### src/rtl/pcd_consts.vh
`ifndef PCD_CONSTS_VH
`define PCD_CONSTS_VH
// Register offsets (word index on the plain register port)
`define PCD_A_C_DATA 4'h0
`define PCD_A_C_IOEN 4'h1
`define PCD_A_C_RCTL 4'h2
`define PCD_A_C_INTF 4'h3
`define PCD_A_C_INTCTL 4'h4
`define PCD_A_C_CHATEN 4'h5
`define PCD_A_C_MODSEL 4'h6
`define PCD_A_C_FNCSEL 4'h7
`define PCD_A_D_DATA 4'h8
`define PCD_A_D_IOEN 4'h9
`define PCD_A_D_RCTL 4'ha
`define PCD_A_D_INTF 4'hb
`define PCD_A_D_MODSEL 4'hc
`define PCD_A_D_FNCSEL 4'hd
`define PCD_A_IRQ_GRP 4'he
`define PCD_A_IRQ_MASK 4'hf
// Reset values and fixed read values
`define PCD_RST_BYTE 8'h00
`define PCD_RST_DMODE 5'h07
`define PCD_RST_DFNC 10'h000
`define PCD_RST_DFIVE 5'h00
`define PCD_FNC_C_RO 16'haaaa
`define PCD_ZERO16 16'h0000
// Package variants
`define PCD_PKG_64 2'h0
`define PCD_PKG_80 2'h1
`define PCD_PKG_100 2'h2
// Pin masks
`define PCD_MASK_ALL 8'hff
`define PCD_MASK_80 8'h1f
`define PCD_MASK_NONE 8'h00
`define PCD_D_MASK_NOP2 5'h1b
`define PCD_D_P2 2
// Group summary bit position
`define PCD_GRP_BIT 3
`endif

### src/rtl/pcd_sync2.v
`timescale 1ns/1ns
// Two-stage synchroniser for a bus of pin levels
module pcd_sync2 #(
  parameter W = 8
) (
  input wire ref_clk_i,     // System clock
  input wire rstn_i,        // Async reset, active low
  input wire [W-1:0] d_i,   // Asynchronous levels
  output reg [W-1:0] q_o    // Synchronised levels
);
  reg [W-1:0] meta;

  // First stage is read only by the second
  always @(posedge ref_clk_i or negedge rstn_i) begin
    if (!rstn_i) begin
      meta <= {W{1'b0}};
      q_o <= {W{1'b0}};
    end else begin
      meta <= d_i;
      q_o <= meta;
    end
  end
endmodule // pcd_sync2

### src/rtl/pcd_port.v
`timescale 1ns/1ns
`include "pcd_consts.vh"
module pcd_port #(
  parameter [1:0] PKG = `PCD_PKG_100
) (
  input wire ref_clk_i,              // System clock, 125 MHz
  input wire rstn_i,                 // Async reset, active low
  input wire [3:0] addr_i,           // Register word index
  input wire [15:0] wdata_i,         // Write data
  input wire wr_i,                   // Write strobe
  input wire rd_i,                   // Read strobe
  output reg [15:0] rdata_o,         // Read data, cycle after strobe
  output wire irq_o,                 // Level interrupt
  input wire [7:0] grp_c_pin_i,      // Group C pin levels
  output reg [7:0] grp_c_pin_o,      // Group C pin drive value
  output reg [7:0] grp_c_pin_oe_o,   // Group C pin output enable
  output reg [7:0] grp_c_pull_en_o,  // Group C pull enable
  output reg [7:0] grp_c_pull_up_o,  // Group C pull direction, 1 up
  output wire [15:0] grp_c_function_select_o, // Group C function fields
  input wire [31:0] grp_c_fn_out_i,  // Group C per-function drive value, 4 per pin
  input wire [31:0] grp_c_fn_oe_i,   // Group C per-function output enable
  input wire [4:0] dbg_pin_i,        // Debug group pin levels
  output reg [4:0] dbg_pin_o,        // Debug group drive value
  output reg [4:0] dbg_pin_oe_o,     // Debug group output enable
  output reg [4:0] dbg_pull_en_o,    // Debug group pull enable
  output reg [4:0] dbg_pull_up_o,    // Debug group pull direction
  output reg [4:0] dbg_fn_in_o,      // Debug group inputs to peripherals
  input wire [19:0] dbg_fn_out_i,    // Debug group per-function drive value
  input wire [19:0] dbg_fn_oe_i,     // Debug group per-function output enable
  output wire grp_c_group_irq_o      // Group C summary flag
);
  // ******************************************************
  // Variant masks
  // ******************************************************
  // variant pin mask
  wire [7:0] cm = (PKG == `PCD_PKG_64) ? `PCD_MASK_NONE :
                  (PKG == `PCD_PKG_80) ? `PCD_MASK_80 : `PCD_MASK_ALL;

  // ******************************************************
  // Registers
  // ******************************************************
  reg [7:0] grp_c_out_value;
  reg [7:0] grp_c_input_enable;
  reg [7:0] grp_c_output_enable;
  reg [7:0] grp_c_pull_direction;
  reg [7:0] grp_c_pull_enable;
  reg [7:0] grp_c_irq_flag;
  reg [7:0] grp_c_edge_select;
  reg [7:0] grp_c_irq_enable;
  reg [7:0] grp_c_mode_select;
  reg [4:0] dbg_grp_out_value;
  reg [4:0] dbg_grp_input_enable;
  reg [4:0] dbg_grp_output_enable;
  reg [4:0] dbg_grp_pull_direction;
  reg [4:0] dbg_grp_pull_enable;
  reg [4:0] dbg_grp_mode_select;
  reg [9:0] dbg_grp_function;
  reg [7:0] irq_status;
  reg [7:0] irq_mask;
  reg [7:0] c_prev;
  wire [7:0] c_sync;
  wire [4:0] d_sync;
  wire [7:0] grp_c_in_value;
  wire [4:0] dbg_grp_in_value;
  wire [7:0] c_edge;
  wire [7:0] c_flag_set;
  wire wr_flags;
  wire rd_status;
  wire [7:0] stat_set;

  // ******************************************************
  // Pin synchronisers
  // ******************************************************
  pcd_sync2 #(.W(8)) u_sync_c (
    .ref_clk_i(ref_clk_i),
    .rstn_i(rstn_i),
    .d_i(grp_c_pin_i),
    .q_o(c_sync)
  );

  pcd_sync2 #(.W(5)) u_sync_d (
    .ref_clk_i(ref_clk_i),
    .rstn_i(rstn_i),
    .d_i(dbg_pin_i),
    .q_o(d_sync)
  );

  // Input values gated by input enable
  // per-pin input, bits masked
  assign grp_c_in_value = c_sync & grp_c_input_enable & cm;
  assign dbg_grp_in_value = d_sync & dbg_grp_input_enable & `PCD_D_MASK_NOP2;

  // ******************************************************
  // Edge detection and interrupts
  // ******************************************************
  // edge per select, 1 falling
  assign c_edge = (grp_c_in_value & ~c_prev & ~grp_c_edge_select) |
                  (~grp_c_in_value & c_prev & grp_c_edge_select);
  assign c_flag_set = c_edge & cm;
  assign wr_flags = wr_i && (addr_i == `PCD_A_C_INTF);
  assign rd_status = rd_i && (addr_i == `PCD_A_IRQ_GRP);
  assign grp_c_group_irq_o = |(grp_c_irq_flag & grp_c_irq_enable & cm);
  assign stat_set = {4'h0, grp_c_group_irq_o, 3'h0};
  assign irq_o = |(irq_status & irq_mask);
  assign grp_c_function_select_o = `PCD_FNC_C_RO;

  // Previous input, flags and summary status
  always @(posedge ref_clk_i or negedge rstn_i) begin
    if (!rstn_i) begin
      c_prev <= `PCD_RST_BYTE;
      grp_c_irq_flag <= `PCD_RST_BYTE;
      irq_status <= `PCD_RST_BYTE;
    end else begin
      c_prev <= grp_c_in_value;
      if (wr_flags) begin
        grp_c_irq_flag <= ((grp_c_irq_flag & ~wdata_i[7:0]) | c_flag_set) & cm;
      end else begin
        grp_c_irq_flag <= (grp_c_irq_flag | c_flag_set) & cm;
      end
      // Read of status clears, new event wins
      if (rd_status) begin
        irq_status <= stat_set;
      end else begin
        irq_status <= irq_status | stat_set;
      end
    end
  end

  // ******************************************************
  // Register writes
  // ******************************************************
  always @(posedge ref_clk_i or negedge rstn_i) begin
    if (!rstn_i) begin
      grp_c_out_value <= `PCD_RST_BYTE;
      grp_c_input_enable <= `PCD_RST_BYTE;
      grp_c_output_enable <= `PCD_RST_BYTE;
      grp_c_pull_direction <= `PCD_RST_BYTE;
      grp_c_pull_enable <= `PCD_RST_BYTE;
      grp_c_edge_select <= `PCD_RST_BYTE;
      grp_c_irq_enable <= `PCD_RST_BYTE;
      grp_c_mode_select <= `PCD_RST_BYTE;
      dbg_grp_out_value <= `PCD_RST_DFIVE;
      dbg_grp_input_enable <= `PCD_RST_DFIVE;
      dbg_grp_output_enable <= `PCD_RST_DFIVE;
      dbg_grp_pull_direction <= `PCD_RST_DFIVE;
      dbg_grp_pull_enable <= `PCD_RST_DFIVE;
      dbg_grp_mode_select <= `PCD_RST_DMODE;
      dbg_grp_function <= `PCD_RST_DFNC;
      irq_mask <= `PCD_RST_BYTE;
    end else if (wr_i) begin
      case (addr_i)
        `PCD_A_C_DATA: begin
          grp_c_out_value <= wdata_i[15:8] & cm;
        end
        `PCD_A_C_IOEN: begin
          grp_c_input_enable <= wdata_i[15:8] & cm;
          grp_c_output_enable <= wdata_i[7:0] & cm;
        end
        `PCD_A_C_RCTL: begin
          grp_c_pull_direction <= wdata_i[15:8] & cm;
          grp_c_pull_enable <= wdata_i[7:0] & cm;
        end
        `PCD_A_C_INTCTL: begin
          grp_c_edge_select <= wdata_i[15:8] & cm;
          grp_c_irq_enable <= wdata_i[7:0] & cm;
        end
        `PCD_A_C_MODSEL: begin
          grp_c_mode_select <= wdata_i[7:0] & cm;
        end
        `PCD_A_D_DATA: begin
          dbg_grp_out_value <= wdata_i[12:8];
        end
        `PCD_A_D_IOEN: begin
          dbg_grp_input_enable <= wdata_i[12:8];
          dbg_grp_output_enable <= wdata_i[4:0];
        end
        `PCD_A_D_RCTL: begin
          dbg_grp_pull_direction <= wdata_i[12:8];
          dbg_grp_pull_enable <= wdata_i[4:0] & `PCD_D_MASK_NOP2;
        end
        `PCD_A_D_MODSEL: begin
          dbg_grp_mode_select <= wdata_i[4:0];
        end
        `PCD_A_D_FNCSEL: begin
          dbg_grp_function <= wdata_i[9:0];
        end
        `PCD_A_IRQ_MASK: begin
          irq_mask <= wdata_i[7:0];
        end
        default: begin
          irq_mask <= irq_mask;
        end
      endcase
    end
  end

  // ******************************************************
  // Register reads
  // ******************************************************
  always @(posedge ref_clk_i or negedge rstn_i) begin
    if (!rstn_i) begin
      rdata_o <= `PCD_ZERO16;
    end else if (rd_i) begin
      case (addr_i)
        `PCD_A_C_DATA: rdata_o <= {grp_c_out_value, grp_c_in_value};
        `PCD_A_C_IOEN: rdata_o <= {grp_c_input_enable, grp_c_output_enable};
        `PCD_A_C_RCTL: rdata_o <= {grp_c_pull_direction, grp_c_pull_enable};
        `PCD_A_C_INTF: rdata_o <= {8'h00, grp_c_irq_flag};
        `PCD_A_C_INTCTL: rdata_o <= {grp_c_edge_select, grp_c_irq_enable};
        `PCD_A_C_CHATEN: rdata_o <= `PCD_ZERO16;
        `PCD_A_C_MODSEL: rdata_o <= {8'h00, grp_c_mode_select};
        `PCD_A_C_FNCSEL: rdata_o <= `PCD_FNC_C_RO;
        `PCD_A_D_DATA: rdata_o <= {3'h0, dbg_grp_out_value, 3'h0, dbg_grp_in_value};
        `PCD_A_D_IOEN: rdata_o <= {3'h0, dbg_grp_input_enable, 3'h0, dbg_grp_output_enable};
        `PCD_A_D_RCTL: rdata_o <= {3'h0, dbg_grp_pull_direction, 3'h0, dbg_grp_pull_enable};
        `PCD_A_D_INTF: rdata_o <= `PCD_ZERO16;
        `PCD_A_D_MODSEL: rdata_o <= {11'h000, dbg_grp_mode_select};
        `PCD_A_D_FNCSEL: rdata_o <= {6'h00, dbg_grp_function};
        `PCD_A_IRQ_GRP: rdata_o <= {8'h00, irq_status};
        `PCD_A_IRQ_MASK: rdata_o <= {8'h00, irq_mask};
        default: rdata_o <= `PCD_ZERO16;
      endcase
    end else begin
      rdata_o <= `PCD_ZERO16;
    end
  end

  // ******************************************************
  // Pin drive multiplexers
  // ******************************************************
  integer i;
  always @(posedge ref_clk_i or negedge rstn_i) begin
    if (!rstn_i) begin
      grp_c_pin_o <= `PCD_RST_BYTE;
      grp_c_pin_oe_o <= `PCD_RST_BYTE;
      grp_c_pull_en_o <= `PCD_RST_BYTE;
      grp_c_pull_up_o <= `PCD_RST_BYTE;
      dbg_pin_o <= `PCD_RST_DFIVE;
      dbg_pin_oe_o <= `PCD_RST_DFIVE;
      dbg_pull_en_o <= `PCD_RST_DFIVE;
      dbg_pull_up_o <= `PCD_RST_DFIVE;
      dbg_fn_in_o <= `PCD_RST_DFIVE;
    end else begin
      for (i = 0; i < 8; i = i + 1) begin
        if (grp_c_mode_select[i]) begin
          grp_c_pin_o[i] <= grp_c_fn_out_i[i*4 + 2] & cm[i];
          grp_c_pin_oe_o[i] <= grp_c_fn_oe_i[i*4 + 2] & cm[i];
        end else begin
          grp_c_pin_o[i] <= grp_c_out_value[i];
          grp_c_pin_oe_o[i] <= grp_c_output_enable[i];
        end
      end
      grp_c_pull_en_o <= grp_c_pull_enable & ~grp_c_mode_select;
      grp_c_pull_up_o <= grp_c_pull_direction;
      for (i = 0; i < 5; i = i + 1) begin
        if (dbg_grp_mode_select[i]) begin
          dbg_pin_o[i] <= dbg_fn_out_i[i*4 + dbg_grp_function[i*2 +: 2]];
          dbg_pin_oe_o[i] <= dbg_fn_oe_i[i*4 + dbg_grp_function[i*2 +: 2]];
        end else begin
          dbg_pin_o[i] <= dbg_grp_out_value[i];
          dbg_pin_oe_o[i] <= dbg_grp_output_enable[i];
        end
      end
      dbg_pull_en_o <= dbg_grp_pull_enable & ~dbg_grp_mode_select;
      dbg_pull_up_o <= dbg_grp_pull_direction & `PCD_D_MASK_NOP2;
      dbg_fn_in_o <= d_sync & dbg_grp_mode_select;
    end
  end
endmodule // pcd_port

### config.mk
export PLATFORM = sky130hd
export DESIGN_NAME = pcd_port
export DESIGN_NICKNAME = d
export VERILOG_FILES = /design/src/rtl/pcd_sync2.v /design/src/rtl/pcd_port.v
export VERILOG_INCLUDE_DIRS = /design/src /design/src/rtl
export SDC_FILE = /design/constraint.sdc
export NUM_CORES = 1
export LEC_CHECK = 0
export BUFFER_PORTS_ARGS = -buffer_cell sky130_fd_sc_hd__buf_2
export CORE_MARGIN = 1.5
export CORE_UTILIZATION = 48
export DETAILED_ROUTE_END_ITERATION = 6
export GPL_ROUTABILITY_DRIVEN = 0
export PLACE_DENSITY = 0.78
export SLEW_MARGIN = 20
export SYNTH_ARGS = -nofsm -noshare
export SYNTH_HDL_FRONTEND = slang
export SYNTH_SLANG_ARGS = --single-unit
### constraint.sdc
create_clock -name ref_clk_i -period 1.15 [get_ports ref_clk_i]
set_input_delay 0.1725 -clock ref_clk_i [delete_from_list [all_inputs] [get_ports ref_clk_i]]
set_output_delay 0.1725 -clock ref_clk_i [all_outputs]
set_load 0.01 [all_outputs]
==> impl_metrics.yaml <==
floorplanning:
  rows: 51
  dieArea_sq_um: 20900
  fp.coreArea_sq_um: 19500
  die_y_um: 144
  start_util: 0.492
  pin_count: 232
  die_w_um: 144
grt:
  grt_util_met2: 0.440
  grt_pass1_wl_um: 43300
  grt_pass1_vias: 7682
  gr-total-overflow: 0
  grt_max_degree: 42
  grt_use_met3: 0.0526
  antenna_found_initial: 0
  grt_use_met1: 0.383
  grt_usage: 0.278
  busiest_layer: "met2"
pwr:
  p_leak_nw: 6.41
  powerDensity_nw_per_um2: 1780
  ir_drop_v: 0.00129
layout:
  regMostFlops: "rdata_o"
  n_fill_cell: 1308
  multi_input_area_sq_um: 3990
  post-route-util: 0.691
  drive_gt1_frac: 0.515
  seq_area_sq_um: 5640
  largest_reg_flops: 16
  nets: 1212
  areaGrowthSynthToFinish_pct: 40.4
  reg_top3: "rdata_o x16, dbg_grp_function x10"
worst_setup_path:
  path_cells: "buf_6, a22oi_2, nand4_1, buf_2"
  worstPathRequired_ns: 0.98
  crit_fanout: 2
  regToRegSetupSlack_ns: -0.29
  cp-endpoint: "grp_c_group_irq_o"
  worstSetupEndpointType: "primary output"
  crit_family: "flip-flops"
  r2r-end: "rdata_o[3]$_DFF_PN0_"
  worstSetupStartpoint: "grp_c_irq_enable[3]$_DFFE_PN0P_"
  reg2reg_depth: 6
  crit_type: "register to primary output"
  cp.arrival_ns: 1.60
  max_stage_delay_ns: 0.40
  path_depth: 4
  worst-path-buf-inv: 2
  cp_slowest_cell: "dfrtp_1"
  cp-start-kind: "register"
  r2r_start: "grp_c_irq_enable[3]$_DFFE_PN0P_"
synthesis:
  synth_top_family_by_area: "multiplexers"
  yosysWarningCount: 0
  synth_cells: 737
  synthXorXnorAreaFrac: 0
  ys_types: 59
  synth.area.mux_share: 0.188
  async_flop_share: 1.00
  synth_area_leaders: "dfrtp_1, mux2_2, mux4_2"
  avgSynthCellArea_sq_um: 13.0
  syn_area_sq_um: 9610
  synthAdderAreaFrac: 0
  synth-compound-area-share: 0.0847
  yosys.area.top_type_share: 0.578
  synth_edf_count: 0
  synth-seq-area-share: 0.587
  ys_top_cells_by_count: "dfrtp_1, mux2_2, nand2_1, nand3_1, o21ai_0"
  synth_top_cell_by_area: "dfrtp_1"
  yosysMostFrequentCell: "dfrtp_1"
  synthFlopType: "dfrtp_1"
  synthSimpleGateAreaFrac: 0.0986
  ys_seq_elements: 225
sta:
  period_needed_ns: 1.77
  setup_viol: 94
  drv_slew: 0
  fin_worst_skew_ns: 0.00758
  grt_setup_unrepaired: "true"
  fin_ws_ns: -0.625
  max_freq_ghz: 0.563
  hold_viol: 0
  finalCritPeriodShare: 1.54
clock_tree:
  cts_tree: "built"
  cts-root-buf: "clkbuf_16"
  clock_latency_ns: 0.51
  cts_buffers: 24
  clockBufferDepth: 3
  path_clk_slew_ns: 0.06
  cts_sinks: 225
  cts_max_level: 1
drt:
  vias: 7660
  drtIter0Drc: 648
  wl_um: 28900
  detail_route.wl_per_cell_um: 21.4
  drc: 0
  viasPerCell: 5.66
  firstDrtPassIters: 5
  ant_nets: 0
outcome:
  status: "complete, but fails checks"
  failed_checks: "negative setup slack"
min_path:
  hp-class: "primary input to register"
  hold_depth: 2
run:
  maxCapViolCount: 0
placement:
  port_buffers: 165
  dp_hpwl_um: 19600
  place_ws_ns: -0.502
## how the worst min path moves through the flow
| stage | from | endpoint |
|---|---|---|
| 6_report | wdata_i[12] | dbg_grp_input_enable[4]$_DFFE_PN0P_ |
| 3_3_place_gp | rstn_i | u_sync_c.q_o[4]$_DFF_PN0_ |
| 4_1_cts | wdata_i[12] | grp_c_pull_direction[4]$_DFFE_PN0P_ |
| 2_1_floorplan | rstn_i | c_prev[0]$_DFF_PN0_ |
| 5_1_grt | wdata_i[10] | grp_c_input_enable[2]$_DFFE_PN0P_ |
| 3_5_place_dp | rstn_i | u_sync_c.q_o[4]$_DFF_PN0_ |
## timing repair
action	in CTS	in global routing
endpoints found under the hold margin	277	0
hold buffers	36	0
setup endpoints to repair	93	121
buffers inserted	3	6
resized for setup	32	48
pin swaps	14	23
## cell type report
type	count	area share
Clock buffer	34	0.0526
Tap cell	265	0.0246
Sequential cell	225	0.418
Clock inverter	9	0.00751
Timing Repair Buffer	346	0.197
Multi-Input combinational cell	459	0.296
Antenna cell	1	0.000186
Inverter	15	0.00417
## layout by cell type (no fill, tap or decap), types with 8 or more instances in the layout
cell             n
a21oi_1         16
a22oi_1         12
a31oi_1         10
and2_1           8
buf_12          17
buf_2          142
buf_4          122
buf_6           28
clkbuf_16       25
conb_1          18
dfrtp_1        215
dlygate4sd3_1   36
inv_1           13
mux2_2          98
mux2_4          34
mux4_2          10
nand2_1         48
nand3_1         25
nor2_1          13
nor2b_1         18
o21ai_0         17
or3_1            8
## routing by layer
layer  vias to the layer above  wire length, um
met2                       450            13500
li1                       3289                -
met5                         -                0
met3                        88             2290
met1                      3833            12000
met4                         0             1150
## logic make-up after synthesis
kind of cell | after synthesis
DFF | 225
muxes | 151
buffers and inverters | 69
other | 2
and+or+nand+nor | 173
AOI/OAI and AO/OA | 117
## power breakdown
part / leakage [nW] / switching (mW) / internal, mW
Sequential: 2.74 / 1.23 / 9.52
Clock: 0.401 / 3.09 / 4.74
Combinational: 3.27 / 2.26 / 3.13
## through the flow
| step | TNS, ns | instance area (sq um) | hold WS (ns) | power [mW] | instances |
|---|---|---|---|---|---|
| 6_report | -5.61 | 13500 | 0.0276 | 24.0 | 1354 |
| 3_3_place_gp | -50.97 | 11900 | 0.0684 | 15.3 | 1266 |
| 2_1_floorplan | -14.85 | 9940 | -0.123 | 13.1 | 753 |
| 5_1_grt | -8.55 | 13500 | 0.0303 | 25.0 | 1353 |
| 4_1_cts | -6.20 | 13200 | 0.00506 | 23.6 | 1348 |
| 3_5_place_dp | -54.53 | 11900 | 0.0707 | 15.4 | 1266 |
No activity file was read; power rests on OpenSTA's default activity.
